**config.mk**
```make
export PLATFORM = sky130hd
export DESIGN_NAME = srsc_top
export DESIGN_NICKNAME = d
export VERILOG_FILES = /design/src/logic/srsc_pkg.sv /design/src/logic/srsc_top.sv
export VERILOG_INCLUDE_DIRS = /design/src /design/src/logic
export SDC_FILE = /design/constraint.sdc
export NUM_CORES = 1
export LEC_CHECK = 0
export ABC_AREA = 1
export BUFFER_PORTS_ARGS = -buffer_cell sky130_fd_sc_hd__buf_2
export CORE_ASPECT_RATIO = 1.2
export CORE_MARGIN = 5
export CORE_UTILIZATION = 45
export DETAILED_ROUTE_END_ITERATION = 8
export GPL_TIMING_DRIVEN = 0
export PLACE_DENSITY = 0.88
export SLEW_MARGIN = 20
export SYNTH_ARGS = -nofsm -noshare
export SYNTH_HDL_FRONTEND = slang
export SYNTH_SLANG_ARGS = --single-unit
export TNS_END_PERCENT = 1
```
**constraint.sdc**
```tcl
create_clock -name core_clk -period 1.98 [get_ports core_clk]
set_input_delay 0.297 -clock core_clk [delete_from_list [all_inputs] [get_ports core_clk]]
set_output_delay 0.297 -clock core_clk [all_outputs]
set_load 0.005 [all_outputs]
```
**src/logic/srsc_params.svh**
```systemverilog
// Register offsets, field positions, reset values and timing counts.
`ifndef SRSC_PARAMS_SVH
`define SRSC_PARAMS_SVH
`define SRSC_OFF_PART_ID     8'h00
`define SRSC_OFF_CAUSE       8'h04
`define SRSC_OFF_PRST_A      8'h08
`define SRSC_OFF_PRST_B      8'h0C
`define SRSC_OFF_PRST_C      8'h10
`define SRSC_OFF_UNLOCK      8'h14
`define SRSC_OFF_IRQ_MASK    8'h18
`define SRSC_CAUSE_RESET     32'h0000_0001
`define SRSC_CAUSE_MASK      32'h0000_01BF
`define SRSC_PRST_A_RESET    32'h0000_0000
`define SRSC_PRST_A_MASK     32'h2000_10DF
`define SRSC_PRST_B_MASK     32'hBF3FF7BE
`define SRSC_PRST_C_MASK     32'h0CF30747
`define SRSC_BIT_POWER_ON    0
`define SRSC_BIT_PIN         1
`define SRSC_BIT_WATCHDOG    2
`define SRSC_BIT_LOW_VOLT    3
`define SRSC_BIT_BROWNOUT    4
`define SRSC_BIT_SYS_REQ     5
`define SRSC_BIT_CORE_SW     7
`define SRSC_BIT_LOCKUP      8
`define SRSC_BIT_CHIP        0
`define SRSC_BIT_CORE        1
`define SRSC_KEY_1           32'h0000_0059
`define SRSC_KEY_2           32'h0000_0016
`define SRSC_KEY_3           32'h0000_0088
`define SRSC_ONE_SHOT_CYC    2
`define SRSC_PART_CODE       32'h1234_0000
`endif

```
**src/logic/srsc_pkg.sv**
```systemverilog
// Types shared by the reset status and control block.
`include "srsc_params.svh"
package srsc_pkg;
    typedef enum logic [1:0] {
        SRSC_LOCKED = 2'b00,
        SRSC_KEY1   = 2'b01,
        SRSC_KEY2   = 2'b10,
        SRSC_OPEN   = 2'b11
    } srsc_unlock_e;
    typedef struct packed {
        logic        wr;
        logic        rd;
        logic [7:0]  addr;
        logic [31:0] wdata;
    } srsc_bus_s;
    typedef struct packed {
        logic lockup;
        logic debug_attached;
        logic sys_request;
        logic brownout;
        logic low_voltage;
        logic watchdog;
        logic pin;
        logic power_on;
    } srsc_events_s;
endpackage : srsc_pkg

```
**src/logic/srsc_top.sv**
```systemverilog
// Reset status and peripheral reset control register slice.
// Behaviour
// [RQ1] Read-only 32-bit part identification register holds the part code.
// [RQ2] Reset cause register resets to 0x1, power-on flag only.
// [RQ3] Lockup event sets bit 8 and resets the chip.
// [RQ4] Lockup with debug probe attached sets bit 8, no chip reset.
// [RQ5] Writing 1 to the core reset bit sets cause bit 7.
// [RQ6] Core system reset request sets cause bit 5.
// [RQ7] Brownout detector reset sets cause bit 4.
// [RQ8] Low-voltage reset sets cause bit 3.
// [RQ9] Watchdog or window watchdog reset sets cause bit 2.
// [RQ10] External reset pin sets cause bit 1.
// [RQ11] Power-on or whole-chip reset bit sets cause bit 0.
// [RQ12] Cause flags clear only by writing 1; set wins over clear.
// [RQ13] Control register A holds the listed reset bits, reset zero.
// [RQ14] A set reset bit holds its controller in reset until written 0.
// [RQ15] Core and chip bits return to 0 after two clock cycles.
// [RQ16] Chip bit acts as power-on reset including configuration reload.
// [RQ17] Control A writes need unlock keys 59h,16h,88h in sequence.
// [RQ18] Reserved bits read zero and ignore writes.
//
// The strobed register port was left to the implementer.
`timescale 1ns/1ps
`include "srsc_params.svh"
module srsc_top
    import srsc_pkg::*;
#(
    parameter logic [31:0] PART_CODE = `SRSC_PART_CODE // Arbitrary value.
) (
    input  wire logic         core_clk,
    input  wire logic         reset_n,
    input  wire srsc_bus_s    bus,
    output logic [31:0]       rdata,
    input  wire srsc_events_s events,
    output logic [31:0]       prst_a,
    output logic [31:0]       prst_b,
    output logic [31:0]       prst_c,
    output logic              chip_reset_req,
    output logic              config_reload_req,
    output logic              core_reset_req,
    output logic              irq
);

    // ==========================================================
    // Decode
    logic         wr_cause;
    logic         wr_a;
    logic         wr_b;
    logic         wr_c;
    logic         wr_unlock;
    logic         wr_mask;
    srsc_unlock_e unlock_q;
    assign wr_cause  = bus.wr && bus.addr == `SRSC_OFF_CAUSE;
    assign wr_a      = bus.wr && bus.addr == `SRSC_OFF_PRST_A;
    assign wr_b      = bus.wr && bus.addr == `SRSC_OFF_PRST_B;
    assign wr_c      = bus.wr && bus.addr == `SRSC_OFF_PRST_C;
    assign wr_unlock = bus.wr && bus.addr == `SRSC_OFF_UNLOCK;
    assign wr_mask   = bus.wr && bus.addr == `SRSC_OFF_IRQ_MASK;

    // ==========================================================
    // Unlock sequence
    // Once open the lock stays open until zero is written to the unlock register;
    // any other bus write mid-sequence aborts the key sequence.
    always_ff @(posedge core_clk) begin
        if (!reset_n) begin
            unlock_q <= SRSC_LOCKED;
        end else if (bus.wr && unlock_q != SRSC_OPEN) begin
            unique case (unlock_q)
                SRSC_LOCKED: unlock_q <= (wr_unlock &&
                    bus.wdata == `SRSC_KEY_1) ? SRSC_KEY1 : SRSC_LOCKED; // RQ17
                SRSC_KEY1:   unlock_q <= (wr_unlock &&
                    bus.wdata == `SRSC_KEY_2) ? SRSC_KEY2 : SRSC_LOCKED; // RQ17
                SRSC_KEY2:   unlock_q <= (wr_unlock &&
                    bus.wdata == `SRSC_KEY_3) ? SRSC_OPEN : SRSC_LOCKED; // RQ17
                SRSC_OPEN:   unlock_q <= SRSC_OPEN;
            endcase
        end else if (wr_unlock && bus.wdata == 32'h0000_0000) begin
            unlock_q <= SRSC_LOCKED;
        end
    end

    // ==========================================================
    // Peripheral reset control
    logic [31:0] prst_a_q;
    logic [31:0] prst_b_q;
    logic [31:0] prst_c_q;
    logic [1:0]  core_cnt_q;
    logic [1:0]  chip_cnt_q;
    logic        a_ok;
    assign a_ok = wr_a && unlock_q == SRSC_OPEN;
    always_ff @(posedge core_clk) begin
        if (!reset_n) begin
            prst_a_q <= `SRSC_PRST_A_RESET; // RQ13
        end else begin
            if (a_ok) begin
                prst_a_q <= bus.wdata & `SRSC_PRST_A_MASK; // RQ13 RQ18
            end
            if (core_cnt_q == 2'(`SRSC_ONE_SHOT_CYC - 1)) begin
                prst_a_q[`SRSC_BIT_CORE] <= 1'b0; // RQ15
            end
            if (chip_cnt_q == 2'(`SRSC_ONE_SHOT_CYC - 1)) begin
                prst_a_q[`SRSC_BIT_CHIP] <= 1'b0; // RQ15
            end
        end
    end
    always_ff @(posedge core_clk) begin
        if (!reset_n) begin
            core_cnt_q <= 2'h0;
            chip_cnt_q <= 2'h0;
        end else begin
            core_cnt_q <= prst_a_q[`SRSC_BIT_CORE] ? core_cnt_q + 2'h1 : 2'h0;
            chip_cnt_q <= prst_a_q[`SRSC_BIT_CHIP] ? chip_cnt_q + 2'h1 : 2'h0;
        end
    end
    always_ff @(posedge core_clk) begin
        if (!reset_n) begin
            prst_b_q <= 32'h0000_0000;
            prst_c_q <= 32'h0000_0000;
        end else begin
            if (wr_b) begin
                prst_b_q <= bus.wdata & `SRSC_PRST_B_MASK; // RQ18
            end
            if (wr_c) begin
                prst_c_q <= bus.wdata & `SRSC_PRST_C_MASK; // RQ18
            end
        end
    end
    // Lines are driven straight from the register, so the controllers
    // stay in reset for as long as the bit reads one.
    assign prst_a = prst_a_q; // RQ14
    assign prst_b = prst_b_q; // RQ14
    assign prst_c = prst_c_q; // RQ14
    assign core_reset_req = prst_a_q[`SRSC_BIT_CORE];
    assign chip_reset_req = prst_a_q[`SRSC_BIT_CHIP] |
                            (events.lockup & ~events.debug_attached); // RQ3 RQ4
    assign config_reload_req = prst_a_q[`SRSC_BIT_CHIP]; // RQ16

    // ==========================================================
    // Reset cause flags
    // This block must sit on a reset that survives the resets it records.
    logic [31:0] cause_q;
    logic [31:0] cause_set;
    logic [31:0] mask_q;
    always_comb begin
        cause_set = 32'h0000_0000;
        cause_set[`SRSC_BIT_LOCKUP]   = events.lockup; // RQ3 RQ4
        cause_set[`SRSC_BIT_CORE_SW]  = a_ok &&
                                        bus.wdata[`SRSC_BIT_CORE]; // RQ5
        cause_set[`SRSC_BIT_SYS_REQ]  = events.sys_request; // RQ6
        cause_set[`SRSC_BIT_BROWNOUT] = events.brownout; // RQ7
        cause_set[`SRSC_BIT_LOW_VOLT] = events.low_voltage; // RQ8
        cause_set[`SRSC_BIT_WATCHDOG] = events.watchdog; // RQ9
        cause_set[`SRSC_BIT_PIN]      = events.pin; // RQ10
        cause_set[`SRSC_BIT_POWER_ON] = events.power_on |
            (a_ok && bus.wdata[`SRSC_BIT_CHIP]); // RQ11
    end
    always_ff @(posedge core_clk) begin
        if (!reset_n) begin
            cause_q <= `SRSC_CAUSE_RESET; // RQ2
        end else begin
            cause_q <= ((cause_q & ~(wr_cause ? bus.wdata : 32'h0)) |
                        cause_set) & `SRSC_CAUSE_MASK; // RQ12 RQ18
        end
    end
    always_ff @(posedge core_clk) begin
        if (!reset_n) begin
            mask_q <= 32'h0000_0000;
        end else if (wr_mask) begin
            mask_q <= bus.wdata & `SRSC_CAUSE_MASK;
        end
    end
    assign irq = |(cause_q & mask_q);

    // ==========================================================
    // Read data
    always_ff @(posedge core_clk) begin
        if (!reset_n) begin
            rdata <= 32'h0000_0000;
        end else if (bus.rd) begin
            unique case (bus.addr)
                `SRSC_OFF_PART_ID:  rdata <= PART_CODE; // RQ1
                `SRSC_OFF_CAUSE:    rdata <= cause_q;
                `SRSC_OFF_PRST_A:   rdata <= prst_a_q;
                `SRSC_OFF_PRST_B:   rdata <= prst_b_q;
                `SRSC_OFF_PRST_C:   rdata <= prst_c_q;
                `SRSC_OFF_UNLOCK:   rdata <= {31'h0, unlock_q == SRSC_OPEN};
                `SRSC_OFF_IRQ_MASK: rdata <= mask_q;
                default:            rdata <= 32'h0000_0000;
            endcase
        end else begin
            rdata <= 32'h0000_0000;
        end
    end

    // ==========================================================
    // Checks
    locked_write_a: assert property (@(posedge core_clk) disable iff (!reset_n)
        wr_a && unlock_q != SRSC_OPEN |=> $stable(prst_a_q[31:2]))
        else $error("locked write changed control A"); // RQ17
    one_shot_a: assert property (@(posedge core_clk) disable iff (!reset_n)
        $rose(prst_a_q[`SRSC_BIT_CORE]) |-> ##2 !prst_a_q[`SRSC_BIT_CORE])
        else $error("core bit not cleared after two cycles"); // RQ15
    chip_shot_a: assert property (@(posedge core_clk) disable iff (!reset_n)
        $rose(prst_a_q[`SRSC_BIT_CHIP]) |-> ##2 !prst_a_q[`SRSC_BIT_CHIP])
        else $error("chip bit not cleared after two cycles"); // RQ15
    lockup_flag_a: assert property (@(posedge core_clk) disable iff (!reset_n)
        events.lockup |=> cause_q[`SRSC_BIT_LOCKUP])
        else $error("lockup flag not set"); // RQ3
    debug_lockup_a: assert property (@(posedge core_clk) disable iff (!reset_n)
        events.lockup && events.debug_attached && !prst_a_q[0]
        |-> !chip_reset_req)
        else $error("chip reset under debug lockup"); // RQ4
    sticky_flag_a: assert property (@(posedge core_clk) disable iff (!reset_n)
        cause_q[`SRSC_BIT_PIN] && !(wr_cause && bus.wdata[`SRSC_BIT_PIN])
        |=> cause_q[`SRSC_BIT_PIN])
        else $error("flag lost without clear"); // RQ12
    wdog_flag_a: assert property (@(posedge core_clk) disable iff (!reset_n)
        events.watchdog |=> cause_q[`SRSC_BIT_WATCHDOG])
        else $error("watchdog flag not set"); // RQ9
    reserved_zero_a: assert property (@(posedge core_clk) disable iff (!reset_n)
        (cause_q & ~`SRSC_CAUSE_MASK) == 32'h0)
        else $error("reserved cause bit set"); // RQ18

    // ==========================================================
    // Reset values
    // These run without a disable so that the reset branch is checked too.
    cause_reset_a: assert property (@(posedge core_clk)
        !reset_n |=> cause_q == `SRSC_CAUSE_RESET)
        else $error("cause reset value wrong"); // RQ2
    ctrl_reset_a: assert property (@(posedge core_clk)
        !reset_n |=> prst_a_q == `SRSC_PRST_A_RESET)
        else $error("control A reset value wrong"); // RQ13
    other_reset_a: assert property (@(posedge core_clk)
        !reset_n |=> prst_b_q == 32'h0000_0000 && prst_c_q == 32'h0000_0000)
        else $error("control B or C reset value wrong"); // RQ13
    lock_reset_a: assert property (@(posedge core_clk)
        !reset_n |=> unlock_q == SRSC_LOCKED)
        else $error("unlock state not locked after reset"); // RQ17
    irq_reset_a: assert property (@(posedge core_clk)
        !reset_n |=> !irq)
        else $error("interrupt raised after reset"); // RQ2

    // ==========================================================
    // Event flags
    sys_req_flag_a: assert property (@(posedge core_clk) disable iff (!reset_n)
        events.sys_request |=> cause_q[`SRSC_BIT_SYS_REQ])
        else $error("system request flag not set"); // RQ6
    brownout_flag_a: assert property (@(posedge core_clk)
        disable iff (!reset_n)
        events.brownout |=> cause_q[`SRSC_BIT_BROWNOUT])
        else $error("brownout flag not set"); // RQ7
    low_volt_flag_a: assert property (@(posedge core_clk)
        disable iff (!reset_n)
        events.low_voltage |=> cause_q[`SRSC_BIT_LOW_VOLT])
        else $error("low-voltage flag not set"); // RQ8
    pin_flag_a: assert property (@(posedge core_clk) disable iff (!reset_n)
        events.pin |=> cause_q[`SRSC_BIT_PIN])
        else $error("pin flag not set"); // RQ10
    power_flag_a: assert property (@(posedge core_clk) disable iff (!reset_n)
        events.power_on |=> cause_q[`SRSC_BIT_POWER_ON])
        else $error("power-on flag not set"); // RQ11
    core_sw_flag_a: assert property (@(posedge core_clk) disable iff (!reset_n)
        a_ok && bus.wdata[`SRSC_BIT_CORE] |=> cause_q[`SRSC_BIT_CORE_SW])
        else $error("core software reset flag not set"); // RQ5
    chip_flag_a: assert property (@(posedge core_clk) disable iff (!reset_n)
        a_ok && bus.wdata[`SRSC_BIT_CHIP] |=> cause_q[`SRSC_BIT_POWER_ON])
        else $error("chip reset did not set power-on flag"); // RQ11
    lockup_reset_a: assert property (@(posedge core_clk) disable iff (!reset_n)
        events.lockup && !events.debug_attached |-> chip_reset_req)
        else $error("lockup did not request chip reset"); // RQ3
    debug_flag_a: assert property (@(posedge core_clk) disable iff (!reset_n)
        events.lockup && events.debug_attached
        |=> cause_q[`SRSC_BIT_LOCKUP])
        else $error("lockup flag lost under debug"); // RQ4

    // ==========================================================
    // Write-one-to-clear
    // An event in the same cycle as the clear must win, or a reset that
    // lands during the handler would go unrecorded.
    pin_clear_a: assert property (@(posedge core_clk) disable iff (!reset_n)
        wr_cause && bus.wdata[`SRSC_BIT_PIN] && !events.pin
        |=> !cause_q[`SRSC_BIT_PIN])
        else $error("pin flag not cleared"); // RQ12
    wdog_clear_a: assert property (@(posedge core_clk) disable iff (!reset_n)
        wr_cause && bus.wdata[`SRSC_BIT_WATCHDOG] && !events.watchdog
        |=> !cause_q[`SRSC_BIT_WATCHDOG])
        else $error("watchdog flag not cleared"); // RQ12
    set_wins_a: assert property (@(posedge core_clk) disable iff (!reset_n)
        wr_cause && bus.wdata[`SRSC_BIT_WATCHDOG] && events.watchdog
        |=> cause_q[`SRSC_BIT_WATCHDOG])
        else $error("clear beat a new watchdog event"); // RQ12
    power_clear_a: assert property (@(posedge core_clk) disable iff (!reset_n)
        wr_cause && bus.wdata[`SRSC_BIT_POWER_ON] && !events.power_on &&
        !(a_ok && bus.wdata[`SRSC_BIT_CHIP])
        |=> !cause_q[`SRSC_BIT_POWER_ON])
        else $error("power-on flag not cleared"); // RQ12
    zero_keeps_a: assert property (@(posedge core_clk) disable iff (!reset_n)
        wr_cause && !bus.wdata[`SRSC_BIT_POWER_ON] &&
        cause_q[`SRSC_BIT_POWER_ON]
        |=> cause_q[`SRSC_BIT_POWER_ON])
        else $error("writing zero cleared a flag"); // RQ12

    // ==========================================================
    // Peripheral reset control
    open_write_a: assert property (@(posedge core_clk) disable iff (!reset_n)
        a_ok |=> (prst_a_q & 32'hFFFF_FFFC) ==
        ($past(bus.wdata) & `SRSC_PRST_A_MASK & 32'hFFFF_FFFC))
        else $error("unlocked write to control A lost"); // RQ13
    hold_lines_a: assert property (@(posedge core_clk) disable iff (!reset_n)
        !a_ok |=> prst_a_q[31:2] == $past(prst_a_q[31:2]))
        else $error("reset line released without a write"); // RQ14
    core_high_a: assert property (@(posedge core_clk) disable iff (!reset_n)
        $rose(prst_a_q[`SRSC_BIT_CORE]) |=> prst_a_q[`SRSC_BIT_CORE])
        else $error("core bit shorter than two cycles"); // RQ15
    chip_high_a: assert property (@(posedge core_clk) disable iff (!reset_n)
        $rose(prst_a_q[`SRSC_BIT_CHIP]) |=> prst_a_q[`SRSC_BIT_CHIP])
        else $error("chip bit shorter than two cycles"); // RQ15
    config_reload_a: assert property (@(posedge core_clk)
        disable iff (!reset_n)
        prst_a_q[`SRSC_BIT_CHIP] |-> config_reload_req && chip_reset_req)
        else $error("chip bit did not reload configuration"); // RQ16
    core_request_a: assert property (@(posedge core_clk) disable iff (!reset_n)
        prst_a_q[`SRSC_BIT_CORE] |-> core_reset_req)
        else $error("core bit did not reset the core"); // RQ5
    reserved_a_a: assert property (@(posedge core_clk) disable iff (!reset_n)
        (prst_a_q & ~`SRSC_PRST_A_MASK) == 32'h0)
        else $error("reserved control A bit set"); // RQ18
    reserved_b_a: assert property (@(posedge core_clk) disable iff (!reset_n)
        (prst_b_q & ~`SRSC_PRST_B_MASK) == 32'h0)
        else $error("reserved control B bit set"); // RQ18
    reserved_c_a: assert property (@(posedge core_clk) disable iff (!reset_n)
        (prst_c_q & ~`SRSC_PRST_C_MASK) == 32'h0)
        else $error("reserved control C bit set"); // RQ18
    write_b_a: assert property (@(posedge core_clk) disable iff (!reset_n)
        wr_b |=> prst_b_q == ($past(bus.wdata) & `SRSC_PRST_B_MASK))
        else $error("control B write lost"); // RQ14

    // ==========================================================
    // Unlock sequence
    key_first_a: assert property (@(posedge core_clk) disable iff (!reset_n)
        unlock_q == SRSC_LOCKED && wr_unlock && bus.wdata == `SRSC_KEY_1
        |=> unlock_q == SRSC_KEY1)
        else $error("first key not taken"); // RQ17
    key_second_a: assert property (@(posedge core_clk) disable iff (!reset_n)
        unlock_q == SRSC_KEY1 && wr_unlock && bus.wdata == `SRSC_KEY_2
        |=> unlock_q == SRSC_KEY2)
        else $error("second key not taken"); // RQ17
    key_third_a: assert property (@(posedge core_clk) disable iff (!reset_n)
        unlock_q == SRSC_KEY2 && wr_unlock && bus.wdata == `SRSC_KEY_3
        |=> unlock_q == SRSC_OPEN)
        else $error("third key did not open"); // RQ17
    abort_first_a: assert property (@(posedge core_clk) disable iff (!reset_n)
        unlock_q == SRSC_KEY1 && bus.wr &&
        !(wr_unlock && bus.wdata == `SRSC_KEY_2)
        |=> unlock_q == SRSC_LOCKED)
        else $error("bad second write did not abort"); // RQ17
    abort_second_a: assert property (@(posedge core_clk)
        disable iff (!reset_n)
        unlock_q == SRSC_KEY2 && bus.wr &&
        !(wr_unlock && bus.wdata == `SRSC_KEY_3)
        |=> unlock_q == SRSC_LOCKED)
        else $error("bad third write did not abort"); // RQ17
    relock_a: assert property (@(posedge core_clk) disable iff (!reset_n)
        unlock_q == SRSC_OPEN && wr_unlock && bus.wdata == 32'h0
        |=> unlock_q == SRSC_LOCKED)
        else $error("zero write did not relock"); // RQ17
    stay_open_a: assert property (@(posedge core_clk) disable iff (!reset_n)
        unlock_q == SRSC_OPEN && !(wr_unlock && bus.wdata == 32'h0)
        |=> unlock_q == SRSC_OPEN)
        else $error("open lock closed on its own"); // RQ17

    // ==========================================================
    // Read data and interrupt
    read_part_a: assert property (@(posedge core_clk) disable iff (!reset_n)
        bus.rd && bus.addr == `SRSC_OFF_PART_ID |=> rdata == PART_CODE)
        else $error("part code read wrong"); // RQ1
    read_cause_a: assert property (@(posedge core_clk) disable iff (!reset_n)
        bus.rd && bus.addr == `SRSC_OFF_CAUSE |=> rdata == $past(cause_q))
        else $error("cause read wrong"); // RQ2
    read_ctrl_a: assert property (@(posedge core_clk) disable iff (!reset_n)
        bus.rd && bus.addr == `SRSC_OFF_PRST_A |=> rdata == $past(prst_a_q))
        else $error("control A read wrong"); // RQ13
    read_idle_a: assert property (@(posedge core_clk) disable iff (!reset_n)
        !bus.rd |=> rdata == 32'h0000_0000)
        else $error("read data without a read"); // RQ18
    read_hole_a: assert property (@(posedge core_clk) disable iff (!reset_n)
        bus.rd && bus.addr > `SRSC_OFF_IRQ_MASK |=> rdata == 32'h0000_0000)
        else $error("unmapped read not zero"); // RQ18
    irq_level_a: assert property (@(posedge core_clk) disable iff (!reset_n)
        cause_q[`SRSC_BIT_WATCHDOG] && mask_q[`SRSC_BIT_WATCHDOG] |-> irq)
        else $error("unmasked flag without interrupt"); // RQ9

endmodule : srsc_top

```
==> flow_metrics.py <==
metrics = {
    "sta": {
        "setup_viol": 0,
        "fin_ws_ns": 0.2706,
        "worst_clock_skew_ns": 0.006244,
        "hold_viol": 0,
        "min_period_over_period_pct": 86.33,
        "fin_crit_ns": 1.709,
        "worst_pin_slew_ns": 0.7383,
        "fin_setup_tns_ns": 0,
        "finalMaxSlewViolations": 0,
        "slew-limit-headroom_pct": 50.78,
        "rsz0062_at_grt": "no",
        "fmax_ghz": 0.5850,
    },
    "place": {
        "port_buffers": 134,
        "place_area_mm2": 0.005390,
        "place_hpwl_mm": 10.18,
        "pre_cts_ws_ns": 0.09073,
        "gp_congestion": 0.9743,
    },
    "clock_tree": {
        "cts_made_buffers": 9,
        "cts_root_buf": "clkbuf_16",
        "cts_buffer_depth": 2,
        "cts_tree": "done",
        "clk_pin_slew_ns": 0.07,
        "clkSinkCount": 102,
        "cts_setup_buffers": 0,
        "cts_hold_buf": 0,
        "insertion_delay_ns": 0.35,
        "post_cts_resized": 0,
        "h-tree-depth": 3,
    },
    "die": {
        "die_y_um": 118.2,
        "pin_count": 184,
        "initial_core_util_pct": 46.13,
        "rows": 39,
        "die_x_um": 100.2,
        "dieArea_mm2": 0.01184,
        "core_mm2": 0.009515,
    },
    "global_routing": {
        "grt-ovfl-total": 0,
        "grt_max_degree": 18,
        "antenna_found_initial": 0,
        "grt_use_met1_pct": 26.93,
        "grt_usage_pct": 22.67,
        "met3_usage_pct": 5.893,
        "grt.busiest_layer": "met2",
        "grt_use_met2_pct": 36.44,
        "grt_first_pass_wirelength_mm": 21.37,
        "grt_pass1_vias": 4334,
    },
    "logic_synthesis": {
        "synth_edf_count": 0,
        "synth_ff_type": "dfxtp_1",
        "yosysUniqueCellTypes": 29,
        "ys_ff_latch": 102,
        "synth_area_per_cell_um2": 7.555,
        "seq_area_frac_synth_pct": 46.52,
        "synthCells": 581,
        "yosys_warnings": 0,
        "syn_area_mm2": 0.004389,
        "async_flop_share_pct": 0,
    },
    "layout": {
        "num_antenna_cells": 0,
        "area_growth_pct": 30.84,
        "drive_gt1_share_pct": 28.28,
        "fillers": 863,
        "final_cell_mix": "buf_2, dfxtp_1, nor2_1, nand2_1, o21ai_0",
        "final_net_count": 827,
        "final_area_mm2": 0.005743,
        "layout_commonest_cell": "buf_2",
    },
    "min_path": {
        "worstHoldEndpoint": "cause_q[0]",
        "hold_depth": 3,
        "hp-start": "events[0]",
        "hold_class": "in2reg",
    },
    "power": {
        "irDropWorstVdd_uv": 523.1,
        "comb_power_share_pct": 6.4,
        "swShare_pct": 22.11,
        "power_leakage_nw": 2.812,
        "power_frac_seq_pct": 47.0,
        "clock_power_share_pct": 46.6,
        "internal_power_mw": 3.427,
        "power_switching_mw": 0.9728,
        "power.density_mw_per_mm2": 766.1,
    },
    "critical_path": {
        "path_class": "reg2out",
        "r2r-end": "prst_a[7]",
        "worstSetupEndpointType": "primary output",
        "rr_worst_depth": 5,
        "path_max_fanout": 3,
        "critPathArrivalTime_ns": 1.41,
        "required_ns": 1.68,
        "worstSetupStartpointType": "register",
        "cp.buffers_inverters": 1,
        "cpPeakStageDelay_ns": 0.34,
        "crit_chain": "a22o_1 > a221oi_1 > nand2_1 > buf_2",
        "crit_family": "compound AO/OA/AOI/OAI gates",
        "r2r_start": "unlock_q[1]",
        "crit_path_top_delay_cell": "dfxtp_1",
        "ff2ff_setup_slack_ns": 0.29,
    },
    "status": {
        "outcome": "completed",
    },
    "route": {
        "vias_per_cell": 5.014,
        "drt-pass1-iter-count": 8,
        "vias": 4518,
        "drc": 0,
        "wl_per_cell_um": 15.21,
        "wirelength_mm": 13.71,
        "drt_iter0_drc": 535,
        "ant_nets": 0,
    },
    "job": {
        "max_cap_viol_count": 0,
    },
}
layer usage:
metal  part of all wire, %  vias to the layer above  wire length [um]
li1                      -                     2186                 -
met1                    36                     2001              4989
met2                    47                      276              6480
met3                    12                       55              1591
met4                   4.7                        0               645
met5                     0                        -                 0
area by class of cell:
class,instances,area (um^2),area share (%)
buffer,73,481.7,8.388
clock buffer,9,225.2,3.922
clock inverter,7,121.4,2.113
inverter,52,195.2,3.399
multi-input combinational,401,1853,32.27
sequential,102,2042,35.56
tap,123,153.9,2.680
timing repair buffer,134,670.6,11.68
registers in the layout, indices dropped and copies added, names as in the netlist:
register,cells
unlock_q,2
chip_cnt_q,2
cause_q,8
prst_c,15
mask_q,8
core_cnt_q,2
prst_a,9
rdata,30
prst_b,26
cells in the mapped netlist (all sizes together), types with 3 or more instances:
library cell	n	share of area, %
dfxtp	102	47
nor2	101	8.8
nand2	74	6.4
o21ai	65	7.4
a21oi	62	7.1
buf	59	9.8
inv	49	4.2
clkbuf	14	1.2
nand3	13	1.5
nor3	10	1.7
a211oi	7	1.5
nand4	6	0.86
a221oi	3	0.60
clkinv	3	0.26
worst min-delay path, stage by stage:
cell	delay, ns
buf_2	0.07
inv_1	0.03
nand4_1	0.08
kinds of logic after synthesis:
group / Yosys count / share of synthesized area [%]
AND/OR/NAND/NOR: 209 / 19.95
AO/OA/AOI/OAI: 142 / 17.45
buffers and inverters: 125 / 15.42
flip-flops: 102 / 46.52
adder cells (fa/ha/maj): 2 / 0.5700
other: 1 / 0.08544
worst max-delay path by stage:
| stage | from | end | slack [ns] | depth (start not counted) |
|---|---|---|---|---|
| after floorplan | bus[32] | prst_a[12] | 0.58 | 8 |
| after detailed placement | bus[32] | rdata[5] | 0.09 | 9 |
| final | cause_q[3] | irq | 0.27 | 4 |
| after CTS | cause_q[3] | irq | 0.27 | 4 |
| after global placement | bus[32] | rdata[5] | 0.06 | 9 |
| after global routing | bus[39] | rdata[27] | 0.21 | 9 |
stage by stage:
stage	utilization (%)	total power [mW]	instances	hold slack (ns)
2_1_floorplan	-	2.281	628	0.4070
3_3_place_gp	56.65	2.385	885	0.4219
3_5_place_dp	56.65	2.386	885	0.4326
4_1_cts	60.29	4.396	901	0.1521
5_1_grt	60.36	4.514	901	0.1680
6_report	60.36	4.400	901	0.1567
power groups by stage:
stage / registers [mW] / logic (mW) / clock network, mW
finish: 2.07 / 0.282 / 2.05
global route: 2.07 / 0.314 / 2.13
CTS: 2.07 / 0.272 / 2.06
detailed placement: 2.12 / 0.269 / 0
global placement: 2.12 / 0.268 / 0
floorplan: 2.11 / 0.167 / 0
Note: power is estimated with default switching activity, not from simulation.
